<file path="config.mk">
export PLATFORM = sky130hd
export DESIGN_NAME = pnr_nextpage_irq_regs
export DESIGN_NICKNAME = d
export VERILOG_FILES = /design/src/rtl/pnr_pkg.sv /design/src/rtl/pnr_nextpage_irq_regs.sv /design/src/rtl/pnr_np_port.sv /design/src/rtl/pnr_irq_core.sv
export SDC_FILE = /design/constraint.sdc
export NUM_CORES = 1
export LEC_CHECK = 0
export BUFFER_PORTS_ARGS = -buffer_cell sky130_fd_sc_hd__buf_4
export CAP_MARGIN = 10
export CELL_PAD_IN_SITES_DETAIL_PLACEMENT = 1
export CELL_PAD_IN_SITES_GLOBAL_PLACEMENT = 1
export CORE_MARGIN = 8
export CORE_UTILIZATION = 38
export DETAILED_ROUTE_END_ITERATION = 6
export PLACE_DENSITY_LB_ADDON = 0.3
export RECOVER_POWER = 25
export SKIP_CTS_REPAIR_TIMING = 1
export SLEW_MARGIN = 10
export SYNTH_ARGS = -nofsm -noshare
export SYNTH_HDL_FRONTEND = slang
export SYNTH_SLANG_ARGS = --single-unit
</file>
<file path="constraint.sdc">
create_clock -name clk -period 2.7 [get_ports clk]
set_input_delay 0.54 -clock clk [delete_from_list [all_inputs] [get_ports clk]]
set_output_delay 0.54 -clock clk [all_outputs]
set_load 0.05 [all_outputs]
</file>
<file path="src/rtl/pnr_pkg.sv">
// shared constants, register layouts and state types for the next-page and interrupt register bank
`default_nettype none
package pnr_pkg;
  // ==========================================================
  // map and reset values
  localparam int NUM_PORTS = 4;
  localparam logic [4:0] REG_NP_TX = 5'h07;
  localparam logic [4:0] REG_IRQ = 5'h10;
  localparam logic [15:0] NP_RESET = 16'h2001;
  localparam logic [15:0] NP_WR_MASK = 16'hB7FF;
  localparam logic [15:0] IRQ_WR_MASK = 16'h1F00;
  localparam logic [15:0] IRQ_RESET = 16'h0000;
  // ==========================================================
  // management frame
  localparam logic [1:0] OP_WRITE = 2'h1;
  localparam logic [1:0] OP_READ = 2'h2;
  localparam logic [5:0] PREAMBLE_BITS = 6'h20;
  localparam logic [4:0] HDR_BITS = 5'h0C;
  localparam logic [4:0] TA_BITS = 5'h02;
  localparam logic [4:0] DATA_BITS = 5'h10;
  // ==========================================================
  // register layouts
  typedef struct packed {
    logic nextPage;
    logic rsvd14;
    logic msgPage;
    logic ack2;
    logic toggle;
    logic [10:0] msgCode;
  } pnr_np_t;
  typedef struct packed {
    logic [2:0] rsvdHi;
    logic enLink;
    logic enDuplex;
    logic enAneg;
    logic enMau;
    logic enGlobal;
    logic [2:0] rsvdLo;
    logic fLink;
    logic fDuplex;
    logic fAneg;
    logic fMau;
    logic fGlobal;
  } pnr_irq_t;
  typedef struct packed {
    logic [NUM_PORTS-1:0] linkUp;
    logic [NUM_PORTS-1:0] fullDuplex;
    logic [NUM_PORTS-1:0] anegEvent;
    logic [NUM_PORTS-1:0] mauErrEvent;
  } pnr_port_stat_t;
  typedef struct packed {
    pnr_irq_t r;
    logic [NUM_PORTS-1:0] prevLink;
    logic [NUM_PORTS-1:0] prevDuplex;
    logic primed;
    logic irqN;
  } pnr_irq_state_t;
  // ==========================================================
  // management slave
  typedef enum logic [2:0] {
    MS_PREAMBLE,
    MS_START,
    MS_HEADER,
    MS_WR_TA,
    MS_WR_DATA,
    MS_RD_TA,
    MS_RD_DATA
  } pnr_mstate_t;
  typedef struct packed {
    pnr_mstate_t st;
    logic mdcPrev;
    logic [5:0] preCnt;
    logic [4:0] bitCnt;
    logic [11:0] hdr;
    logic [15:0] shift;
    logic out;
    logic oe;
  } pnr_mdio_state_t;
endpackage
`default_nettype wire

</file>
<file path="src/rtl/pnr_nextpage_irq_regs.sv">
// management-interface slave holding the per-port next-page words and the shared interrupt register
// ==========================================================
`timescale 1ns/1ps
`default_nettype none
module pnr_nextpage_irq_regs
  import pnr_pkg::*;
#(
  parameter logic [4:0] PHY_BASE = 5'h00
)
(
  input wire logic clk,
  input wire logic rst_b,
  input wire logic mdc,
  input wire logic mdioIn,
  output var logic mdioOut,
  output var logic mdioOe,
  input wire logic [NUM_PORTS-1:0] pageSent,
  input wire pnr_port_stat_t portStat,
  output wire pnr_np_t [NUM_PORTS-1:0] npTxWord,
  output wire pnr_irq_t irqReg,
  output wire logic status_change_irq_n
);
  pnr_mdio_state_t s;
  pnr_mdio_state_t next_s;
  logic mdcRise;
  logic [11:0] hdrNext;
  logic rdHit;
  logic [15:0] rdData;
  logic [15:0] wrVal;
  logic [NUM_PORTS-1:0] npWr;
  logic irqWr;
  logic rdClr;

  // ==========================================================
  // frame engine
  always_comb begin
    mdcRise = mdc & ~s.mdcPrev;
    hdrNext = {s.hdr[10:0], mdioIn};
    wrVal = {s.shift[14:0], mdioIn};
    // upper address bits pick this device, lowest two pick the port
    rdHit = hdrNext[9:7] == PHY_BASE[4:2];
    rdData = 16'h0000;
    if (hdrNext[4:0] == REG_NP_TX) begin
      rdData = npTxWord[hdrNext[6:5]];
    end else if (hdrNext[4:0] == REG_IRQ) begin
      rdData = irqReg;
    end
    npWr = '0;
    irqWr = 1'b0;
    rdClr = 1'b0;
    next_s = s;
    next_s.mdcPrev = mdc;
    if (mdcRise) begin
      case (s.st)
        MS_PREAMBLE: begin
          if (mdioIn) begin
            if (s.preCnt != PREAMBLE_BITS) begin
              next_s.preCnt = s.preCnt + 6'h01;
            end
          end else begin
            next_s.st = (s.preCnt == PREAMBLE_BITS) ? MS_START : MS_PREAMBLE;
            next_s.preCnt = 6'h00;
          end
        end
        MS_START: begin
          next_s.bitCnt = 5'h00;
          next_s.st = mdioIn ? MS_HEADER : MS_PREAMBLE;
        end
        MS_HEADER: begin
          next_s.hdr = hdrNext;
          next_s.bitCnt = s.bitCnt + 5'h01;
          if (s.bitCnt == HDR_BITS - 5'h01) begin
            next_s.bitCnt = 5'h00;
            if (!rdHit) begin
              // frame for another device: wait out its tail in preamble
              next_s.st = MS_PREAMBLE;
            end else if (hdrNext[11:10] == OP_READ) begin
              next_s.st = MS_RD_TA;
              next_s.shift = rdData;
              rdClr = hdrNext[4:0] == REG_IRQ;
            end else if (hdrNext[11:10] == OP_WRITE) begin
              next_s.st = MS_WR_TA;
            end else begin
              next_s.st = MS_PREAMBLE;
            end
          end
        end
        MS_WR_TA: begin
          next_s.bitCnt = s.bitCnt + 5'h01;
          if (s.bitCnt == TA_BITS - 5'h01) begin
            next_s.bitCnt = 5'h00;
            next_s.st = MS_WR_DATA;
          end
        end
        MS_WR_DATA: begin
          next_s.shift = wrVal;
          next_s.bitCnt = s.bitCnt + 5'h01;
          if (s.bitCnt == DATA_BITS - 5'h01) begin
            next_s.bitCnt = 5'h00;
            next_s.st = MS_PREAMBLE;
            if (s.hdr[4:0] == REG_NP_TX) begin
              npWr[s.hdr[6:5]] = 1'b1;
            end
            irqWr = s.hdr[4:0] == REG_IRQ;
          end
        end
        MS_RD_TA: begin
          // first turnaround bit: drive low, data follows
          next_s.oe = 1'b1;
          next_s.out = 1'b0;
          next_s.bitCnt = DATA_BITS;
          next_s.st = MS_RD_DATA;
        end
        MS_RD_DATA: begin
          if (s.bitCnt != 5'h00) begin
            next_s.out = s.shift[15];
            next_s.shift = {s.shift[14:0], 1'b0};
            next_s.bitCnt = s.bitCnt - 5'h01;
          end else begin
            next_s.oe = 1'b0;
            next_s.out = 1'b0;
            next_s.st = MS_PREAMBLE;
          end
        end
        default: begin
          next_s.st = MS_PREAMBLE;
        end
      endcase
    end
  end

  always_ff @(posedge clk) begin
    if (!rst_b) begin
      s.st <= MS_PREAMBLE;
      s.mdcPrev <= 1'b0;
      s.preCnt <= 6'h00;
      s.bitCnt <= 5'h00;
      s.hdr <= 12'h000;
      s.shift <= 16'h0000;
      s.out <= 1'b0;
      s.oe <= 1'b0;
    end else begin
      s <= next_s;
    end
  end

  assign mdioOut = s.out;
  assign mdioOe = s.oe;

  // ==========================================================
  // registers
  for (genvar p = 0; p < NUM_PORTS; p++) begin : g_port
    pnr_np_port u_np (
      .clk(clk),
      .rst_b(rst_b),
      .wrEn(npWr[p]),
      .wrData(wrVal),
      .pageSent(pageSent[p]),
      .npWord(npTxWord[p])
    );
  end

  pnr_irq_core u_irq (
    .clk(clk),
    .rst_b(rst_b),
    .stat(portStat),
    .wrEn(irqWr),
    .wrData(wrVal),
    .rdClr(rdClr),
    .irqReg(irqReg),
    .irqN(status_change_irq_n)
  );

  // ==========================================================
  // per-port word checks
  for (genvar p = 0; p < NUM_PORTS; p++) begin : g_chk

  end
endmodule
`default_nettype wire

</file>
<file path="src/rtl/pnr_np_port.sv">
// one port's outgoing next-page code word
`timescale 1ns/1ps
`default_nettype none
module pnr_np_port
  import pnr_pkg::*;
(
  input wire logic clk,
  input wire logic rst_b,
  input wire logic wrEn,
  input wire logic [15:0] wrData,
  input wire logic pageSent,
  output var pnr_np_t npWord
);
  pnr_np_t st;
  pnr_np_t next_st;

  always_comb begin
    next_st = st;
    if (wrEn) begin
      // toggle and reserved bit keep their own value
      next_st = pnr_np_t'((wrData & NP_WR_MASK) | (st & ~NP_WR_MASK));
    end
    if (pageSent) begin
      next_st.toggle = ~st.toggle;
    end
  end

  always_ff @(posedge clk) begin
    if (!rst_b) begin
      st <= pnr_np_t'(NP_RESET);
    end else begin
      st <= next_st;
    end
  end

  assign npWord = st;
endmodule
`default_nettype wire

</file>
<file path="src/rtl/pnr_irq_core.sv">
// shared interrupt status and enable register with change detection
`timescale 1ns/1ps
`default_nettype none
module pnr_irq_core
  import pnr_pkg::*;
(
  input wire logic clk,
  input wire logic rst_b,
  input wire pnr_port_stat_t stat,
  input wire logic wrEn,
  input wire logic [15:0] wrData,
  input wire logic rdClr,
  output var pnr_irq_t irqReg,
  output var logic irqN
);
  pnr_irq_state_t st;
  pnr_irq_state_t next_st;
  logic evLink;
  logic evDuplex;
  logic evAneg;
  logic evMau;

  always_comb begin
    // no change is reported for levels seen in the first cycle after reset
    evLink = st.primed & (|(stat.linkUp ^ st.prevLink));
    evDuplex = st.primed & (|(stat.fullDuplex ^ st.prevDuplex));
    evAneg = |stat.anegEvent;
    evMau = |stat.mauErrEvent;
    next_st = st;
    next_st.prevLink = stat.linkUp;
    next_st.prevDuplex = stat.fullDuplex;
    next_st.primed = 1'b1;
    if (wrEn) begin
      next_st.r = pnr_irq_t'((wrData & IRQ_WR_MASK) | (st.r & ~IRQ_WR_MASK));
    end
    if (rdClr) begin
      next_st.r.fLink = 1'b0;
      next_st.r.fDuplex = 1'b0;
      next_st.r.fAneg = 1'b0;
      next_st.r.fMau = 1'b0;
      next_st.r.fGlobal = 1'b0;
    end
    // sets come after the read clear so a coincident event survives
    if (evLink) begin
      next_st.r.fLink = 1'b1;
    end
    if (evDuplex) begin
      next_st.r.fDuplex = 1'b1;
    end
    if (evAneg) begin
      next_st.r.fAneg = 1'b1;
    end
    if (evMau) begin
      next_st.r.fMau = 1'b1;
    end
    if (evLink || evDuplex || evAneg || evMau) begin
      next_st.r.fGlobal = 1'b1;
    end
    next_st.irqN = !(next_st.r.enGlobal
      && (|({next_st.r.enLink, next_st.r.enDuplex, next_st.r.enAneg, next_st.r.enMau}
      & {next_st.r.fLink, next_st.r.fDuplex, next_st.r.fAneg, next_st.r.fMau})));
  end

  always_ff @(posedge clk) begin
    if (!rst_b) begin
      st.r <= pnr_irq_t'(IRQ_RESET);
      st.prevLink <= '0;
      st.prevDuplex <= '0;
      st.primed <= 1'b0;
      st.irqN <= 1'b1;
    end else begin
      st <= next_st;
    end
  end

  assign irqReg = st.r;
  assign irqN = st.irqN;
endmodule
`default_nettype wire

</file>
==> results of run 1 <==
power by group:
| part | internal, mW | leakage [nW] | switching (mW) | total [mW] |
|---|---|---|---|---|
| clock network | 1.50 | 0.284 | 0.784 | 2.29 |
| logic | 0.0762 | 1.61 | 0.172 | 0.248 |
| registers | 1.85 | 1.00 | 0.0169 | 1.87 |
| total | 3.43 | 2.90 | 0.973 | 4.41 |
registers in the layout (all words and copies together) (netlist names):
register / cells
mdioOut: 1
hdrNext: 11
u_irq.st: 9
u_irq.irqN: 1
g_port.u_np.npWord: 60
s: 31
u_irq.irqReg: 10
mdioOe: 1
placed cells by master (no fill, tap or decap), types with 3 or more instances in the layout:
cell type	instances
nand4_1	10
o21a_1	3
nor3b_1	3
o22ai_1	4
a31oi_1	5
mux2i_1	26
bufinv_16	3
nor3_1	4
buf_4	94
nor4_1	3
clkbuf_8	3
nand2_1	113
xor2_1	12
and2_0	3
clkbuf_16	17
o41ai_1	3
clkbuf_1	37
and2_1	8
a211oi_1	12
a21oi_1	49
conb_1	10
dfxtp_1	124
a22oi_1	5
nand3_1	23
nor4b_1	4
nand3b_1	6
nand2b_1	6
ha_1	10
o211a_1	6
nor2_1	57
inv_1	14
xnor2_1	5
o21ai_0	14
mux4_2	15
and3_1	8
how the worst max path moves through the flow:
| stage | startpoint | to | slack, ns | cells past startpoint |
|---|---|---|---|---|
| 6_report | s[31] | u_irq.irqN | 0.12 | 8 |
| 5_1_grt | s[30] | u_irq.irqN | 0.02 | 8 |
| 4_1_cts | s[31] | g_port[0].u_np.npWord[0] | -0.07 | 9 |
| 3_5_place_dp | s[31] | g_port[0].u_np.npWord[0] | -0.03 | 9 |
| 3_3_place_gp | s[30] | g_port[0].u_np.npWord[13] | 0.08 | 9 |
| 2_1_floorplan | s[30] | g_port[0].u_np.npWord[0] | 0.08 | 10 |
synth_stat cells, types with 6 or more instances:
cell	n	share of area [%]
a211oi_1	12	1.5
a21oi_1	49	4.2
and2_1	11	1.2
and3_1	8	0.86
buf_2	11	0.94
buf_4	20	2.6
clkbuf_1	31	2.0
dfxtp_1	124	43
ha_1	10	2.1
inv_1	13	0.84
mux2i_1	27	4.6
mux4_2	15	5.8
nand2_1	113	7.3
nand2b_1	6	0.64
nand3_1	23	2.0
nand3b_1	6	0.77
nand4_1	10	1.1
nor2_1	57	3.7
o211a_1	6	1.0
o21ai_0	14	1.2
xor2_1	12	1.8
routing by layer:
layer  vias to the layer above  routed length (µm)  track usage, %
met4                         0                 199            7.09
met5                         -                   0               0
met1                      2566                8200            23.4
met3                        18                1130            4.66
li1                       2470                   -               -
met2                       160                9300            33.1
stage by stage:
step | instance area, µm² | setup WS [ns] | util [%] | power (mW)
2_1_floorplan | 5870 | 0.0764 | - | 2.09
3_3_place_gp | 6760 | 0.0788 | 44.8 | 2.16
3_5_place_dp | 6760 | -0.0311 | 44.8 | 2.16
4_1_cts | 7340 | -0.0690 | 48.7 | 4.45
5_1_grt | 7210 | 0.0188 | 47.8 | 4.55
6_report | 7210 | 0.120 | 47.8 | 4.41
cells by family after synthesis:
| kind of cell | synth area share [%] |
|---|---|
| multiplexers | 10.8 |
| adder cells (fa/ha/maj) | 2.14 |
| other | 0.0642 |
| XOR/XNOR | 2.55 |
| AND/OR/NAND/NOR | 21.6 |
| buffers and inverters | 6.92 |
| AO/OA/AOI/OAI | 13.4 |
| flip-flops | 42.5 |
critical path, cell delays in order (launching register included):
cell and delay [ns]:
dfxtp_1 0.33, ha_1 0.18, and3_1 0.21, ha_1 0.19, or3b_1 0.40, or4_4 0.58
mux2i_1 0.27, a21oi_1 0.09, o31ai_2 0.24
cell type report:
type | count | share of cell area [%]
clock buffer | 22 | 6.57
clock inverter | 7 | 1.60
inverter | 14 | 0.729
multi-input combinational | 466 | 41.8
sequential | 124 | 34.4
tap | 188 | 3.26
timing repair buffer | 130 | 11.7
==> flow_summary.toml, run 1 <==
[status]
run_status = "completed"

[synthesis]
synth-edff-count = 0
asyncSetResetFlopFracSynth_pct = 0
yosys_warnings = 0
postSynthAreaPerCell_um2 = 8.81
synth-main-ff-cell = "dfxtp_1"
mappedNetlistArea_mm2 = 0.00584
postSynthRegisterBits = 124
ys_seq_area_share_pct = 42.5
synth_cell_type_count = 61
synthesis.instances = 663

[global_routing]
grt_pass1_wl_um = 30300
antenna_violations_before_repair = 0
grt_overflow = 0
global_route.usage.total_pct = 19.4
vias_in_the_first_global_route = 5646
grt_start_max_net_pins = 61

[critical_path]
cp.arrival_ns = 2.90
regToRegSetupSlack_ns = 0.12
timing.critical_path.from_type = "flip-flop"
cp-end-kind = "flip-flop"
worst_r2r_path_depth = 8
critPathKind = "reg2reg"
worstPathRequired_ns = 3.02
reg2reg_to = "u_irq.irqN"
worstPathMaxFanout = 6
worst_r2r_start = "s[31]"

[clock_network]
cts.root.buffer_cell = "clkbuf_16"
cts-htree-levels = 4
cts.path.max_buffers = 2
tritoncts.num_buffers = 17
tritoncts = "built"
clkSlewWorstSetupHoldPaths_ns = 0.05
cts.sinks = 124
clk-insertion-delay-late_ns = 0.41

[detailed_routing]
total_wirelength_of_the_detailed_routed_design_um = 18800
drcViolationCount = 0
post_drt_via_cell_ratio = 5.48
ant_nets = 0
detail_route.wl_per_cell_um = 19.8
drt_pre_antenna_iters = 4
dr_total_vias = 5214
initialDrtViolationCount = 297

[timing]
hold_ws_ns = 0.354
maxSlewViolCount = 0
report.final.setup_viol = 0
clock.fmax_ghz = 0.388
timing.final.hold_violations = 0
finalCriticalPeriod_ns = 2.58
setup-tns-final_ns = 0
slew_worst_pin_ns = 1.27
slew_headroom_pct = 15.6
rsz0062_at_grt = "false"
timing.final.crit_share_pct = 95.5
skew_ns = 0.00995

[die]
die_width_um = 140
placeableCoreArea_mm2 = 0.0151
die_h_um = 140
io_pins = 107
die_area_mm2 = 0.0196
initial_core_utilization_pct = 38.7
std_cell_rows = 45

[finish]
drive_above_1_share_pct = 19.7
multi_input_area_mm2 = 0.00301
antenna_diodes = 0
layout.area.seq_mm2 = 0.00248
finish.cell_count_without_fillers = 951
final_net_count = 787
flow.area_growth_from_synthesis_pct = 23.5
fill_cells = 1780

[min_path]
endpoint_of_the_worst_hold_path = "u_irq.st[8]"
worstHoldPathType = "in2reg"
min_from = "portStat[14]"
min_path_cells = 2

[placed_design]
port-buffer-count = 96
placedCellCount = 922
place.gp.congestion = 0.840
dp_hpwl_um = 13700

[run]
maxCapViolCount = 0

[power_and_ir_drop]
pwr_density_cell_mw_per_mm2 = 611
power.static_leakage_nw = 2.90
vdd_drop_max_uv = 398
Note: power is estimated with default switching activity, not from simulation.
==> run 2: changes to the inputs <==
--- a/config.mk
+++ b/config.mk
@@ -5,13 +5,16 @@
 export SDC_FILE = /design/constraint.sdc
 export NUM_CORES = 1
 export LEC_CHECK = 0
+export ABC_AREA = 1
 export BUFFER_PORTS_ARGS = -buffer_cell sky130_fd_sc_hd__buf_4
 export CAP_MARGIN = 10
 export CELL_PAD_IN_SITES_DETAIL_PLACEMENT = 1
 export CELL_PAD_IN_SITES_GLOBAL_PLACEMENT = 1
 export CORE_MARGIN = 8
-export CORE_UTILIZATION = 38
+export CORE_UTILIZATION = 36
+export CTS_CLUSTER_SIZE = 12
 export DETAILED_ROUTE_END_ITERATION = 6
+export GPL_TIMING_DRIVEN = 0
 export PLACE_DENSITY_LB_ADDON = 0.3
 export RECOVER_POWER = 25
 export SKIP_CTS_REPAIR_TIMING = 1
==> run 2 against run 1 <==
  * Cell count rose by 26%
  * Clock skew is 0.0027 ns lower
  * Fmax is 8.4% higher
  * Critical path type unchanged
  * Critical endpoint is now g_port[3].u_np.npWord[8]
  * Largest cell class unchanged
  * Largest power group unchanged
  * Highest routed layer unchanged
==> flow_summary.toml, run 2 <==
[status]
run_status = "completed"

[timing]
slew_headroom_pct = 53.7
finalCriticalPeriod_ns = 2.38
rsz0062_at_grt = "false"
maxSlewViolCount = 0
timing.final.hold_violations = 0
setup_ws_ns = 0.320
skew_ns = 0.00724
report.final.setup_viol = 0
timing.final.crit_share_pct = 88.1
setup-tns-final_ns = 0
clock.fmax_ghz = 0.420
slew_worst_pin_ns = 0.691

[synthesis]
synth-edff-count = 0
synth-main-ff-cell = "dfxtp_1"
post_synth_and_or_nand_nor_area_fraction_pct = 24.9
ys_seq_area_share_pct = 41.6
main_combinational_cell_family_by_area_after_synthesis = "simple AND/OR/NAND/NOR gates"
compound_gate_portion_of_the_synthesized_area_pct = 20.2
synth.area.mux_share_pct = 0
mappedNetlistArea_mm2 = 0.00597
synth_cell_type_count = 39
asyncSetResetFlopFracSynth_pct = 0
synth.top_cells.by_count = "136 x nor2_1, 128 x nand2_1, 124 x dfxtp_1, 89 x a21oi_1, 88 x o21ai_0"
synth-xor-area-share_pct = 1.32
yosys_warnings = 0
post-synth-top-count-cell = "nor2_1"
postSynthAreaPerCell_um2 = 7.12
synth_largest_area_cell = "dfxtp_1"
synth.top_cells.by_area = "dfxtp_1 42%, nor2_1 8.5%, nand2_1 8.0%, a21oi_1 7.5%, o21ai_0 7.4%"
netlist.area_leader.share_pct = 41.6
synthesis.instances = 839
synth_fa_ha_area_share_pct = 2.10
postSynthRegisterBits = 124

[clock_network]
tritoncts = "built"
cts-htree-levels = 4
tritoncts.num_buffers = 17
cts.sinks = 124
clk-insertion-delay-late_ns = 0.43
cts.path.max_buffers = 2
clkSlewWorstSetupHoldPaths_ns = 0.06
cts.root.buffer_cell = "clkbuf_16"

[critical_path]
cp_slowest_cell = "dfxtp_1"
worstPathRequired_ns = 3.02
cp-end-kind = "flip-flop"
timing.critical_path.from_type = "flip-flop"
cp.arrival_ns = 2.70
critPathKind = "reg2reg"
cp_slowest_stage_delay_ns = 0.42
worstPathCellList = "ha_1 -> nand2_1 -> nor2_1 -> ha_1 -> inv_1 -> nor4_4 -> nand2_1 -> buf_2 -> o21ai_0 -> nor2_1"
worstPathMaxFanout = 10

[placed_design]
cell_area_reported_after_detailed_placement_mm2 = 0.00699
port-buffer-count = 95
place.gp.congestion = 0.844
dp_hpwl_um = 15900
post-place-ws_ns = 0.365

[finish]
layout.cells.most_common_list = "137 x nor2_1, 128 x nand2_1, 124 x dfxtp_1"
antenna_diodes = 0
final_common_cell = "nor2_1"
flow.area_growth_from_synthesis_pct = 25.0
largest_register_ffs = 60
final_net_count = 996
drive_above_1_share_pct = 16.0
fill_cells = 2128
fin_area_mm2 = 0.00746

[detailed_routing]
total_wirelength_of_the_detailed_routed_design_um = 21600
drt_pre_antenna_iters = 4
initialDrtViolationCount = 352
dr_total_vias = 6217
detail_route.wl_per_cell_um = 18.1
ant_nets = 0
post_drt_via_cell_ratio = 5.21
drcViolationCount = 0

[power_and_ir_drop]
share_seq_of_total_power_pct = 40.4
pwr_density_cell_mw_per_mm2 = 640
p_sw_share_pct = 26.4
vdd_drop_max_uv = 485
p_clk_share_pct = 49.5
power.static_leakage_nw = 3.22
power_frac_comb_pct = 10.2
power.internal_mw = 3.52
net_load_switching_power_mw = 1.26
fin_total_pwr_mw = 4.78

[global_routing]
grt_start_max_net_pins = 17
grt_pass1_wl_um = 33300
antenna_violations_before_repair = 0
vias_in_the_first_global_route = 6183
grt_overflow = 0
global_route.usage.total_pct = 21.1

[die]
die_area_mm2 = 0.0210
io_pins = 107
die_h_um = 145
std_cell_rows = 47
initial_core_utilization_pct = 36.4
die_width_um = 145
placeableCoreArea_mm2 = 0.0164

[run]
maxCapViolCount = 0

[min_path]
worstHoldPathType = "in2reg"
## run 2: cell count changes after synthesis, sizes merged, moves of 17 or more
| cell | delta |
|---|---|
| mux2i | -28 |
| nor3 | +17 |
| a21oi | +40 |
| nand2 | +20 |
| inv | +51 |
| o21ai | +96 |
| nor2 | +86 |
## run 2: cell type report
cell class                 instances  area, µm²  area share (%)
clock inverter                    10        141            1.89
multi-input combinational        599       2930            39.3
tap                              220        275            3.69
buffer                            58        337            4.51
sequential                       124       2480            33.3
inverter                          67        253            3.39
timing repair buffer              95        582            7.80
clock buffer                      21        460            6.17
## run 2: cells by family (layout without fill, tap and decap cells)
family / Yosys count / count (layout)
adder cells (fa/ha/maj): 10 / 10
XOR/XNOR: 9 / 9
AO/OA/AOI/OAI: 229 / 229
flip-flops: 124 / 124
other: 1 / 10
buffers and inverters: 125 / 251
AND/OR/NAND/NOR: 341 / 341
## run 2: stage by stage
step	utilization, %	std cells	hold slack (ns)
6_report	45.5	1194	0.291
5_1_grt	45.5	1194	0.291
4_1_cts	46.3	1194	0.262
3_5_place_dp	42.6	1163	0.466
3_3_place_gp	42.6	1163	0.455
2_1_floorplan	-	848	0.457
## run 2: worst max-delay path, delay by kind of cell, from the launching register on
| kind | cells | cell delay (ns) |
|---|---|---|
| AOI/OAI and AO/OA | 1 | 0.24 |
| buffers and inverters | 2 | 0.37 |
| DFF | 1 | 0.42 |
| and+or+nand+nor | 5 | 0.72 |
| adders and majority gates | 2 | 0.51 |
## run 2: power by group through the flow
| stage | clock network [mW] | registers (mW) | logic (mW) |
|---|---|---|---|
| global placement | 0 | 1.96 | 0.476 |
| global route | 2.48 | 1.93 | 0.531 |
| CTS | 2.39 | 1.93 | 0.487 |
| floorplan | 0 | 1.96 | 0.317 |
| detailed placement | 0 | 1.97 | 0.483 |
| finish | 2.36 | 1.93 | 0.486 |
## run 2: final timing paths
check,from,to,slack [ns],cells past startpoint
setup reg to reg,s[30],g_port[3].u_np.npWord[8],0.32,10
setup / recovery,s[30],g_port[3].u_np.npWord[8],0.32,10
hold / removal,pageSent[1],g_port[1].u_np.npWord[11],0.29,2
hold reg to reg,g_port[1].u_np.npWord[7],g_port[1].u_np.npWord[7],0.47,2
## run 2: routing by layer
metal / global-route usage, % / share of wire [%] / up-vias
met5: 0 / 0 / -
met4: 8.16 / 2.4 / 0
met3: 5.48 / 6.9 / 39
met2: 34.4 / 46 / 188
met1: 26.0 / 45 / 2987
li1: - / - / 3003
